$ cat config.mk
export PLATFORM = sky130hd
export DESIGN_NAME = ccl_regs
export DESIGN_NICKNAME = d
export VERILOG_FILES = /design/src/verilog/ccl_pkg.sv /design/src/verilog/ccl_divider.sv /design/src/verilog/ccl_regs.sv
export SDC_FILE = /design/constraint.sdc
export NUM_CORES = 2
export LEC_CHECK = 0
export BUFFER_PORTS_ARGS = -buffer_cell sky130_fd_sc_hd__buf_2
export CORE_ASPECT_RATIO = 0.9
export CORE_MARGIN = 5
export CORE_UTILIZATION = 50
export CTS_CLUSTER_DIAMETER = 60
export CTS_CLUSTER_SIZE = 30
export DETAILED_ROUTE_END_ITERATION = 16
export MAX_ROUTING_LAYER = met4
export PLACE_DENSITY = 0.79
export SLEW_MARGIN = 20
export SYNTH_ARGS = -nofsm -noshare
export SYNTH_HDL_FRONTEND = slang
export SYNTH_SLANG_ARGS = --single-unit
$ cat constraint.sdc
create_clock -name sys_clk -period 17.4 [get_ports sys_clk]
set_clock_uncertainty 0.2 [all_clocks]
set_input_delay 3.48 -clock sys_clk [delete_from_list [all_inputs] [get_ports sys_clk]]
set_output_delay 3.48 -clock sys_clk [all_outputs]
set_load 0.005 [all_outputs]
$ cat src/verilog/ccl_pkg.sv
// Package for the paged current calibration and overvoltage limit bank.
// Assumes a single 10 MHz system clock and a command-coded register port.
package ccl_pkg;
    // ************************************************************
    // Command codes and geometry
    // ************************************************************
    localparam logic [7:0] CCL_CMD_GAIN = 8'h38;
    localparam logic [7:0] CCL_CMD_OFFSET = 8'h39;
    localparam logic [7:0] CCL_CMD_OV_LIMIT = 8'h40;
    localparam int CCL_PAGES = 2;
    localparam int CCL_DW = 16;

    // ************************************************************
    // Reset values
    // ************************************************************
    localparam logic [15:0] CCL_GAIN_RST = 16'haa66;
    localparam logic [15:0] CCL_OFFSET_RST = 16'h0000;
    // Limit default is setpoint * 115 / 100
    localparam logic [7:0] CCL_OV_SCALE_NUM = 8'h73;
    localparam logic [7:0] CCL_OV_SCALE_DEN = 8'h64;

    // ************************************************************
    // Linear-11 fields
    // ************************************************************
    localparam int CCL_EXP_MSB = 15;
    localparam int CCL_EXP_LSB = 11;
    localparam int CCL_MANT_MSB = 10;
    localparam int CCL_FRAC_BITS = 8;

    // ************************************************************
    // Current arithmetic
    // ************************************************************
    localparam int CCL_DIV_W = 32;
    localparam logic [9:0] CCL_MILLI = 10'h3e8;
endpackage : ccl_pkg

$ cat src/verilog/ccl_divider.sv
// Unsigned restoring divider, one quotient bit per clock.
// Assumes the caller holds off start while busy is high.
`timescale 1ns/10ps
module ccl_divider
    import ccl_pkg::*;
(
    // Clock and reset
    input wire logic sys_clk,
    input wire logic nrst,
    // Request
    input wire logic start,
    input wire logic [CCL_DIV_W-1:0] dividend,
    input wire logic [CCL_DIV_W-1:0] divisor,
    // Result
    output logic busy,
    output logic done,
    output logic [CCL_DIV_W-1:0] quotient
);
    logic [CCL_DIV_W-1:0] quo_r, quo_nxt;
    logic [CCL_DIV_W-1:0] rem_r, rem_nxt;
    logic [CCL_DIV_W-1:0] den_r, den_nxt;
    logic [5:0] cnt_r, cnt_nxt;
    logic busy_r, busy_nxt;
    logic done_r, done_nxt;
    logic [CCL_DIV_W:0] trial;

    always_comb begin
        quo_nxt = quo_r;
        rem_nxt = rem_r;
        den_nxt = den_r;
        cnt_nxt = cnt_r;
        busy_nxt = busy_r;
        done_nxt = 1'b0;
        trial = {rem_r, quo_r[CCL_DIV_W-1]} - {1'b0, den_r};
        if (!busy_r && start) begin
            quo_nxt = dividend;
            rem_nxt = '0;
            den_nxt = divisor;
            cnt_nxt = 6'h20;
            busy_nxt = 1'b1;
        end else if (busy_r) begin
            if (!trial[CCL_DIV_W]) begin
                rem_nxt = trial[CCL_DIV_W-1:0];
                quo_nxt = {quo_r[CCL_DIV_W-2:0], 1'b1};
            end else begin
                rem_nxt = {rem_r[CCL_DIV_W-2:0], quo_r[CCL_DIV_W-1]};
                quo_nxt = {quo_r[CCL_DIV_W-2:0], 1'b0};
            end
            cnt_nxt = cnt_r - 6'h01;
            if (cnt_r == 6'h01) begin
                busy_nxt = 1'b0;
                done_nxt = 1'b1;
            end
        end
    end

    always_ff @(posedge sys_clk or negedge nrst) begin
        if (!nrst) begin
            quo_r <= '0;
            rem_r <= '0;
            den_r <= '0;
            cnt_r <= '0;
            busy_r <= 1'b0;
            done_r <= 1'b0;
        end else begin
            quo_r <= quo_nxt;
            rem_r <= rem_nxt;
            den_r <= den_nxt;
            cnt_r <= cnt_nxt;
            busy_r <= busy_nxt;
            done_r <= done_nxt;
        end
    end

    assign busy = busy_r;
    assign done = done_r;
    assign quotient = quo_r;
endmodule : ccl_divider

$ cat src/verilog/ccl_regs.sv
// Paged current calibration and overvoltage limit registers.
// Assumes the bus controller decodes transactions into one-cycle command
// strobes, and that measurements arrive synchronous to sys_clk.
`timescale 1ns/10ps
module ccl_regs
    import ccl_pkg::*;
(
    // Clock and reset
    input wire logic sys_clk,
    input wire logic nrst,
    // Command port
    input wire logic [0:0] page_sel,
    input wire logic [7:0] cmd_code,
    input wire logic cmd_wr,
    input wire logic cmd_rd,
    input wire logic [15:0] cmd_wdata,
    input wire logic write_protect,
    output logic [15:0] cmd_rdata,
    output logic cmd_rvalid,
    output logic cmd_refused,
    output logic cmd_unsupported,
    // Strap and fault control
    input wire logic [15:0] output_voltage_setpoint,
    input wire logic clear_faults,
    // Measurements, per page
    input wire logic [CCL_PAGES*16-1:0] vout_meas,
    input wire logic [CCL_PAGES*16-1:0] sense_uv,
    // Results and fault signalling
    output logic [CCL_PAGES*32-1:0] iout_ma,
    output logic [CCL_PAGES-1:0] ov_fault,
    output logic [CCL_PAGES-1:0] output_disable,
    output logic alert_line_n
);
    // ************************************************************
    // Helpers
    // ************************************************************
    // Linear-11 to signed fixed point with 8 fraction bits
    function automatic logic signed [31:0] lin11_to_fix(
        input logic [15:0] raw
    );
        logic signed [4:0] n;
        logic signed [31:0] y;
        logic signed [6:0] sh;
        n = $signed(raw[CCL_EXP_MSB:CCL_EXP_LSB]);
        y = 32'($signed(raw[CCL_MANT_MSB:0]));
        sh = 7'(n) + 7'(CCL_FRAC_BITS);
        if (sh >= 0) begin
            lin11_to_fix = y <<< sh[4:0];
        end else begin
            lin11_to_fix = y >>> 5'(-sh);
        end
    endfunction : lin11_to_fix

    function automatic logic [15:0] page_word(
        input logic [CCL_PAGES*16-1:0] bus,
        input int p
    );
        page_word = bus[p*16 +: 16];
    endfunction : page_word

    // ************************************************************
    // Register state
    // ************************************************************
    logic [15:0] gain_r [CCL_PAGES];
    logic [15:0] gain_nxt [CCL_PAGES];
    logic [15:0] offset_r [CCL_PAGES];
    logic [15:0] offset_nxt [CCL_PAGES];
    logic [15:0] ovlim_r [CCL_PAGES];
    logic [15:0] ovlim_nxt [CCL_PAGES];
    logic strap_done_r, strap_done_nxt;
    logic [15:0] rdata_r, rdata_nxt;
    logic rvalid_r, rvalid_nxt;
    logic refused_r, refused_nxt;
    logic unsup_r, unsup_nxt;
    logic known_cmd;
    logic [23:0] ov_prod;
    logic [23:0] ov_default;

    assign known_cmd = (cmd_code == CCL_CMD_GAIN) ||
        (cmd_code == CCL_CMD_OFFSET) || (cmd_code == CCL_CMD_OV_LIMIT);
    assign ov_prod = 24'(output_voltage_setpoint) * 24'(CCL_OV_SCALE_NUM);
    assign ov_default = ov_prod / 24'(CCL_OV_SCALE_DEN);

    always_comb begin
        for (int p = 0; p < CCL_PAGES; p++) begin
            gain_nxt[p] = gain_r[p];
            offset_nxt[p] = offset_r[p];
            ovlim_nxt[p] = ovlim_r[p];
        end
        strap_done_nxt = 1'b1;
        rdata_nxt = rdata_r;
        rvalid_nxt = 1'b0;
        refused_nxt = 1'b0;
        unsup_nxt = 1'b0;
        // Strap captured on the first edge after reset release
        if (!strap_done_r) begin
            for (int p = 0; p < CCL_PAGES; p++) begin
                if (ov_default > 24'h00ffff) begin
                    ovlim_nxt[p] = 16'hffff;
                end else begin
                    ovlim_nxt[p] = ov_default[15:0];
                end
            end
        end
        if (cmd_wr) begin
            if (!known_cmd) begin
                unsup_nxt = 1'b1;
            end else if (write_protect) begin
                refused_nxt = 1'b1;
            end else begin
                case (cmd_code)
                    CCL_CMD_GAIN: gain_nxt[page_sel] = cmd_wdata;
                    CCL_CMD_OFFSET: offset_nxt[page_sel] = cmd_wdata;
                    CCL_CMD_OV_LIMIT: ovlim_nxt[page_sel] = cmd_wdata;
                    default: unsup_nxt = 1'b1;
                endcase
            end
        end else if (cmd_rd) begin
            rvalid_nxt = 1'b1;
            case (cmd_code)
                CCL_CMD_GAIN: rdata_nxt = gain_r[page_sel];
                CCL_CMD_OFFSET: rdata_nxt = offset_r[page_sel];
                CCL_CMD_OV_LIMIT: rdata_nxt = ovlim_r[page_sel];
                default: begin
                    rdata_nxt = 16'h0000;
                    unsup_nxt = 1'b1;
                end
            endcase
        end
    end

    always_ff @(posedge sys_clk or negedge nrst) begin
        if (!nrst) begin
            for (int p = 0; p < CCL_PAGES; p++) begin
                gain_r[p] <= CCL_GAIN_RST;
                offset_r[p] <= CCL_OFFSET_RST;
                ovlim_r[p] <= 16'h0000;
            end
            strap_done_r <= 1'b0;
            rdata_r <= 16'h0000;
            rvalid_r <= 1'b0;
            refused_r <= 1'b0;
            unsup_r <= 1'b0;
        end else begin
            for (int p = 0; p < CCL_PAGES; p++) begin
                gain_r[p] <= gain_nxt[p];
                offset_r[p] <= offset_nxt[p];
                ovlim_r[p] <= ovlim_nxt[p];
            end
            strap_done_r <= strap_done_nxt;
            rdata_r <= rdata_nxt;
            rvalid_r <= rvalid_nxt;
            refused_r <= refused_nxt;
            unsup_r <= unsup_nxt;
        end
    end

    assign cmd_rdata = rdata_r;
    assign cmd_rvalid = rvalid_r;
    assign cmd_refused = refused_r;
    assign cmd_unsupported = unsup_r;

    // ************************************************************
    // Overvoltage monitor
    // ************************************************************
    logic [CCL_PAGES-1:0] fault_r, fault_nxt;

    always_comb begin
        for (int p = 0; p < CCL_PAGES; p++) begin
            fault_nxt[p] = fault_r[p];
            if (clear_faults) begin
                fault_nxt[p] = 1'b0;
            end
            // Trip wins over a clear in the same cycle
            if (strap_done_r && page_word(vout_meas, p) > ovlim_r[p]) begin
                fault_nxt[p] = 1'b1;
            end
        end
    end

    always_ff @(posedge sys_clk or negedge nrst) begin
        if (!nrst) begin
            fault_r <= '0;
        end else begin
            fault_r <= fault_nxt;
        end
    end

    assign ov_fault = fault_r;
    assign output_disable = fault_r;
    assign alert_line_n = ~|fault_r;

    // ************************************************************
    // Output current, pages served in turn
    // ************************************************************
    typedef enum logic [1:0] {
        CCL_IDLE,
        CCL_WAIT,
        CCL_STORE
    } ccl_calc_e;

    ccl_calc_e calc_r, calc_nxt;
    logic [0:0] cpage_r, cpage_nxt;
    logic [31:0] iout_r [CCL_PAGES];
    logic [31:0] iout_nxt [CCL_PAGES];
    logic div_start;
    logic div_busy;
    logic div_done;
    logic [31:0] div_quo;
    logic signed [31:0] gain_fix;
    logic signed [31:0] off_fix;
    logic signed [41:0] off_ma_wide;
    logic [31:0] div_num;
    logic [31:0] div_den;

    assign gain_fix = lin11_to_fix(gain_r[cpage_r]);
    assign off_fix = lin11_to_fix(offset_r[cpage_r]);
    assign off_ma_wide = (42'(off_fix) * 42'($signed({1'b0, CCL_MILLI}))) >>>
        CCL_FRAC_BITS;
    // Microvolts over milliohms gives milliamps
    assign div_num = {8'h00, page_word(sense_uv, int'(cpage_r)), 8'h00};
    assign div_den = (gain_fix > 0) ? 32'(gain_fix) : 32'h00000000;

    always_comb begin
        calc_nxt = calc_r;
        cpage_nxt = cpage_r;
        div_start = 1'b0;
        for (int p = 0; p < CCL_PAGES; p++) begin
            iout_nxt[p] = iout_r[p];
        end
        case (calc_r)
            CCL_IDLE: begin
                if (!div_busy) begin
                    div_start = 1'b1;
                    calc_nxt = CCL_WAIT;
                end
            end
            CCL_WAIT: begin
                if (div_done) begin
                    calc_nxt = CCL_STORE;
                end
            end
            CCL_STORE: begin
                // Zero or negative gain saturates the reading
                if (div_den == 32'h00000000) begin
                    iout_nxt[cpage_r] = 32'h7fffffff;
                end else begin
                    iout_nxt[cpage_r] = div_quo + off_ma_wide[31:0];
                end
                cpage_nxt = cpage_r + 1'b1;
                calc_nxt = CCL_IDLE;
            end
            default: calc_nxt = CCL_IDLE;
        endcase
    end

    always_ff @(posedge sys_clk or negedge nrst) begin
        if (!nrst) begin
            calc_r <= CCL_IDLE;
            cpage_r <= 1'b0;
            for (int p = 0; p < CCL_PAGES; p++) begin
                iout_r[p] <= 32'h00000000;
            end
        end else begin
            calc_r <= calc_nxt;
            cpage_r <= cpage_nxt;
            for (int p = 0; p < CCL_PAGES; p++) begin
                iout_r[p] <= iout_nxt[p];
            end
        end
    end

    always_comb begin
        for (int p = 0; p < CCL_PAGES; p++) begin
            iout_ma[p*32 +: 32] = iout_r[p];
        end
    end

    ccl_divider u_div (
        .sys_clk(sys_clk),
        .nrst(nrst),
        .start(div_start),
        .dividend(div_num),
        .divisor(div_den),
        .busy(div_busy),
        .done(div_done),
        .quotient(div_quo)
    );
endmodule : ccl_regs

# --- After elaboration in Yosys (flattened, before gate mapping) ---
# Cells that the tools add are included.
op_classes:
  add_sub_neg: 8
  n_div: 1
  bitwise_logic: 7
  muxes: 66
  n_shift: 5
  multipliers: 2
  order_cmp: 10
  eq_ne: 8
  reduce_logical: 20
ops:
  columns: ["cell", "count"]
  rows:
  - ["$mux W32", 14]
  - ["$mux W16", 17]
  - ["$bwmux W32", 3]
  - ["$bwmux W64", 1]
  - ["$mux W64", 1]
  - ["$sshl A11 B5 Y32", 2]
  - ["$sshr A11 B5 Y32", 2]
  - ["$or A62 B62 Y62", 1]
  - ["$pmux W16 S3", 1]
  - ["$mul A32 B8 Y37 const B", 1]
  - ["$sub A33 B32 Y33", 1]
  - ["$add A32 B32 Y32", 1]
  - ["$demux W32 S1", 1]
  - ["$gt A16 B16 Y1", 2]
  - ["$gt A32 B1 Y1 const B", 1]
  - ["$logic_not A32 Y1", 1]
  - ["$shiftx A32 B6 Y16", 1]
  - ["$div A23 B7 Y24 const B", 1]
  - ["$gt A24 B16 Y1 const B", 1]
  - ["$mul A16 B7 Y23 const B", 1]
  - ["$mux W1", 22]
  - ["$demux W16 S1", 1]
  - ["$eq A8 B6 Y1 const B", 2]
  - ["$add A5 B5 Y6 const B", 2]
  - ["28 further kinds", 46]
totals:
  ff_bits: 289
  out_inout_bits: 88
  word_cells: 150

# --- Depth between registers and ports, before layout ---
depth:
  depth_word: 12
  depth_mapped: 70
  depth_no_buf: 63

# --- Modules after synthesis ---
# A second synthesis with hierarchy kept.
hier_totals:
  hier_cells: 3613
  area_unflattened_um2: 31634.1
by_module_without_submodules:
  columns: ["mod", "n_inst", "area_per_inst_um2", "cells_each", "seq_area_each_um2"]
  rows:
  - ["ccl_regs", 1, 25308.0, 2913, 4649.5]
  - ["ccl_divider", 1, 6326.1, 700, 2602.5]

# --- Least setup slack after synthesis ---
# OpenSTA, ideal clock, no wires.
synth_path:
  path_type: "input-to-reg"
  from: "input port output_voltage_setpoint[1]"
  to: "register ovlim_r[0] in the netlist's numbering"
  setup_ps: 95
  n_path_buf: 2
  setup_slack_ps: 857
  required_time_ps: 17105
  stages: 53
  t_arrival_ps: 16247
  cell_sequence: "inv_1 -> fa_1 -> inv_1 -> fa_1 -> ha_1 -> inv_1 -> fa_1 -> inv_1 -> ha_1 -> buf_2 -> and3_1 -> a221oi_4 -> o211ai_1 -> a311o_1 -> and2_1 -> buf_6 -> o311ai_1 -> nand4_2 -> [17 not listed] -> o21ai_1 -> nor3b_4 -> o32ai_2 -> or4_1 -> a21oi_1 -> a221oi_1 -> a211o_1 -> o21ai_1 -> mux2_1 -> o221a_2 -> o21ai_0 -> a211oi_1 -> a221oi_4 -> a22o_1 -> nand3_1 -> mux2i_1 -> a31oi_1 -> o31ai_1"
synth_lines:
  columns: ["item", "line", "text"]
  rows:
  - ["start: declaration", "ccl_regs.sv:23", "input wire logic [15:0] output_voltage_setpoint,"]
  - ["end signal: indexed assignment", "ccl_regs.sv:148", "ovlim_r[p] <= ovlim_nxt[p];"]
  - ["end: declaration", "ccl_regs.sv:68", "logic [15:0] ovlim_r [CCL_PAGES];"]

==> impl_metrics.json <==
{
  "status": "finished, final reports clean",
  "synth-seq-cells": 289,
  "slowest_delay_ns": 0.53,
  "path_clk_slew_ns": 0.10,
  "netlist_top_cells_area": "dfrtp_1, ha_1, fa_1",
  "cts-root-buf": "clkbuf_16",
  "syn_avg_cell_area_sq_um": 8.49,
  "io-pin-count": 199,
  "grt_use_total_pct": 24.3,
  "hold_path_class": "reg -> reg",
  "start_kind": "input port",
  "fin_crit_ns": 16.93,
  "syn_inst": 3638,
  "via_per_inst": 6.00,
  "grt_pass1_vias": 26200,
  "synth.distinct_cells": 121,
  "required_ns": 17.70,
  "ys_async_sr_fraction_pct": 100,
  "yosysMostFrequentCell": "nand2_1",
  "period_share_pct": 97.3,
  "slew_headroom_pct": 6.21,
  "crit_path_max_fanout": 9,
  "postCtsHoldBufs": 0,
  "design.core.area_sq_um": 61200,
  "grt.overflow.total": 0,
  "worst_slack_ns": 0.472,
  "yosys.area.top_type": "dfrtp_1",
  "worst_skew_pair.late_latency_ns": 0.59,
  "die_h_microns": 246,
  "finalSetupTns_ns": 0,
  "syn_area_sq_um": 30900,
  "drv_slew": 0,
  "yosysSeqAreaShare_pct": 23.5,
  "cts_buffers": 24,
  "clock_sinks": 289,
  "dp.final_hpwl_mm": 63.7,
  "synth_ff_type": "dfrtp_1",
  "die-area_sq_um": 66800,
  "grt_pass1_wl_mm": 134,
  "h-tree-depth": 1,
  "synthesis.nets": 4166,
  "end_kind": "register",
  "finalHoldViolations": 0,
  "slowest_stage": "fa_1",
  "synthTopCellsByCount": "nand2_1, o21ai_0, inv_1",
  "dp.cells": 4543,
  "crit_type": "in -> reg",
  "cp_data_arrival_time_ns": 17.23,
  "wl_mm": 82.4,
  "fmax_mhz": 59.1,
  "tightestPinTransition_ns": 1.40,
  "die_w_microns": 272,
  "dr.pass1.iters": 6,
  "grt_max_degree": 173,
  "dp_slack_ns": -0.254,
  "setup_violations": 0,
  "place_congestion": 0.986,
  "finalNonFillerCells": 4609,
  "synth-edff-count": 0,
  "drv_cap": 0,
  "cp-startpoint": "output_voltage_setpoint[7]",
  "worstReg2RegStart": "cpage_r",
  "fillerInstances": 5253,
  "via_count": 27600,
  "drive_gt1_share_pct": 16.2,
  "ant_nets": 0,
  "cts_tree": "built",
  "holdCritStartpoint": "u_div.cnt_r[5]",
  "layout.nets": 4324,
  "grt_antenna_before_repair": 3,
  "yosys_warnings": 0,
  "rows": 86,
  "synth_top_cell_area_share_pct": 22.1,
  "io_buffers": 198,
  "drc": 0,
  "drt_iter0_markers": 2597,
  "clockBufferDepth": 3,
  "wire_per_inst_microns": 17.9,
  "start_util_pct": 50.4,
  "areaGrowthSynthToFinish_pct": 11.1
}
[cell type report]
cell class	instances	area [sq um]	area share, %
Antenna cell	3	7.51	0.0219
Clock buffer	25	614	1.79
Clock inverter	19	299	0.872
Inverter	307	1160	3.37
Multi-Input combinational cell	2868	22100	64.6
Sequential cell	289	7260	21.2
Tap cell	792	991	2.89
Timing Repair Buffer	306	1820	5.32
[metal layers]
metal | vias up | track usage, % | wire, microns
met1 | 13200 | 32.8 | 35600
met2 | 1036 | 39.3 | 38700
met4 | 0 | 6.98 | 2760
met5 | - | - | 0
met3 | 173 | 2.74 | 5390
li1 | 13200 | - | -
[worst max-delay path, delay by kind of cell]
kind | cells | cell delay (ns)
mux | 4 | 1.19
simple gates | 12 | 3.42
fa+ha+maj | 5 | 2.19
xor+xnor | 1 | 0.17
compound gates | 25 | 5.95
buf+inv | 7 | 0.80
[kinds of logic after synthesis]
family | share of synthesized area, %
XOR/XNOR | 4.02
adder cells (fa/ha/maj) | 20.9
buffers and inverters | 6.05
flip-flops | 23.5
AO/OA/AOI/OAI | 22.6
multiplexers | 8.04
other | 0.0121
AND/OR/NAND/NOR | 14.9
[worst paths after layout]
| check | end | slack [ns] | cells after the start |
|---|---|---|---|
| min in group asynchronous | cmd_unsupported | 2.69 | 1 |
| setup / recovery | ovlim_r[0] | 0.47 | 54 |
| setup reg to reg | iout_ma[63] | 3.26 | 58 |
| hold / removal | u_div.cnt_r[5] | 0.27 | 1 |
| max in group asynchronous | cpage_r | 12.86 | 2 |
| hold reg to reg | u_div.cnt_r[5] | 0.27 | 1 |
[state kept, by name, indices dropped and copies added (netlist names)]
name             cells
strap_done_r         1
u_div.cnt_r          6
iout_ma             64
u_div.done           1
offset_r            32
gain_r              32
cmd_rdata           16
u_div.den_r         32
cpage_r              1
cmd_rvalid           1
u_div.quotient      32
u_div.rem_r         32
cmd_unsupported      1
cmd_refused          1
u_div.busy           1
ovlim_r             32
output_disable       2
calc_r               2
[placed cells by master (no fill, tap or decap), drive strengths merged, types with 15 or more instances in the layout]
| master | synthesis | final |
|---|---|---|
| mux2i | 100 | 100 |
| nand2b | 33 | 33 |
| o31ai | 32 | 32 |
| buf | 37 | 306 |
| a21oi | 197 | 197 |
| xnor2 | 71 | 71 |
| nand2 | 451 | 451 |
| o21ai | 365 | 365 |
| clkbuf | 137 | 25 |
| a22oi | 15 | 15 |
| nand4 | 23 | 23 |
| nor2 | 275 | 275 |
| nor3 | 55 | 55 |
| dfrtp | 273 | 273 |
| xor2 | 68 | 68 |
| fa | 160 | 160 |
| and2 | 30 | 30 |
| o22ai | 37 | 37 |
| nor2b | 17 | 17 |
| dfstp | 16 | 16 |
| mux2 | 121 | 121 |
| a21o | 107 | 107 |
| and3 | 24 | 24 |
| inv | 306 | 314 |
| nand3 | 56 | 56 |
| o211ai | 52 | 52 |
| a31oi | 36 | 36 |
| ha | 257 | 257 |
| a211oi | 30 | 30 |
[stage by stage]
| step | util (%) | hold WS (ns) | cell area (sq um) |
|---|---|---|---|
| 2_1_floorplan | - | 0.229 | 30900 |
| 3_3_place_gp | 53.7 | 0.252 | 32900 |
| 3_5_place_dp | 53.7 | 0.265 | 32900 |
| 4_1_cts | 55.2 | 0.283 | 33800 |
| 5_1_grt | 56.0 | 0.295 | 34300 |
| 6_report | 56.0 | 0.273 | 34300 |
[what timing repair did]
item	CTS	global route
endpoints found under the setup margin	0	6
gates resized for setup	0	68
setup buffers	0	19
Power is not shown: default switching activity piles up to over one toggle a cycle in this logic, so the estimate is an artifact.
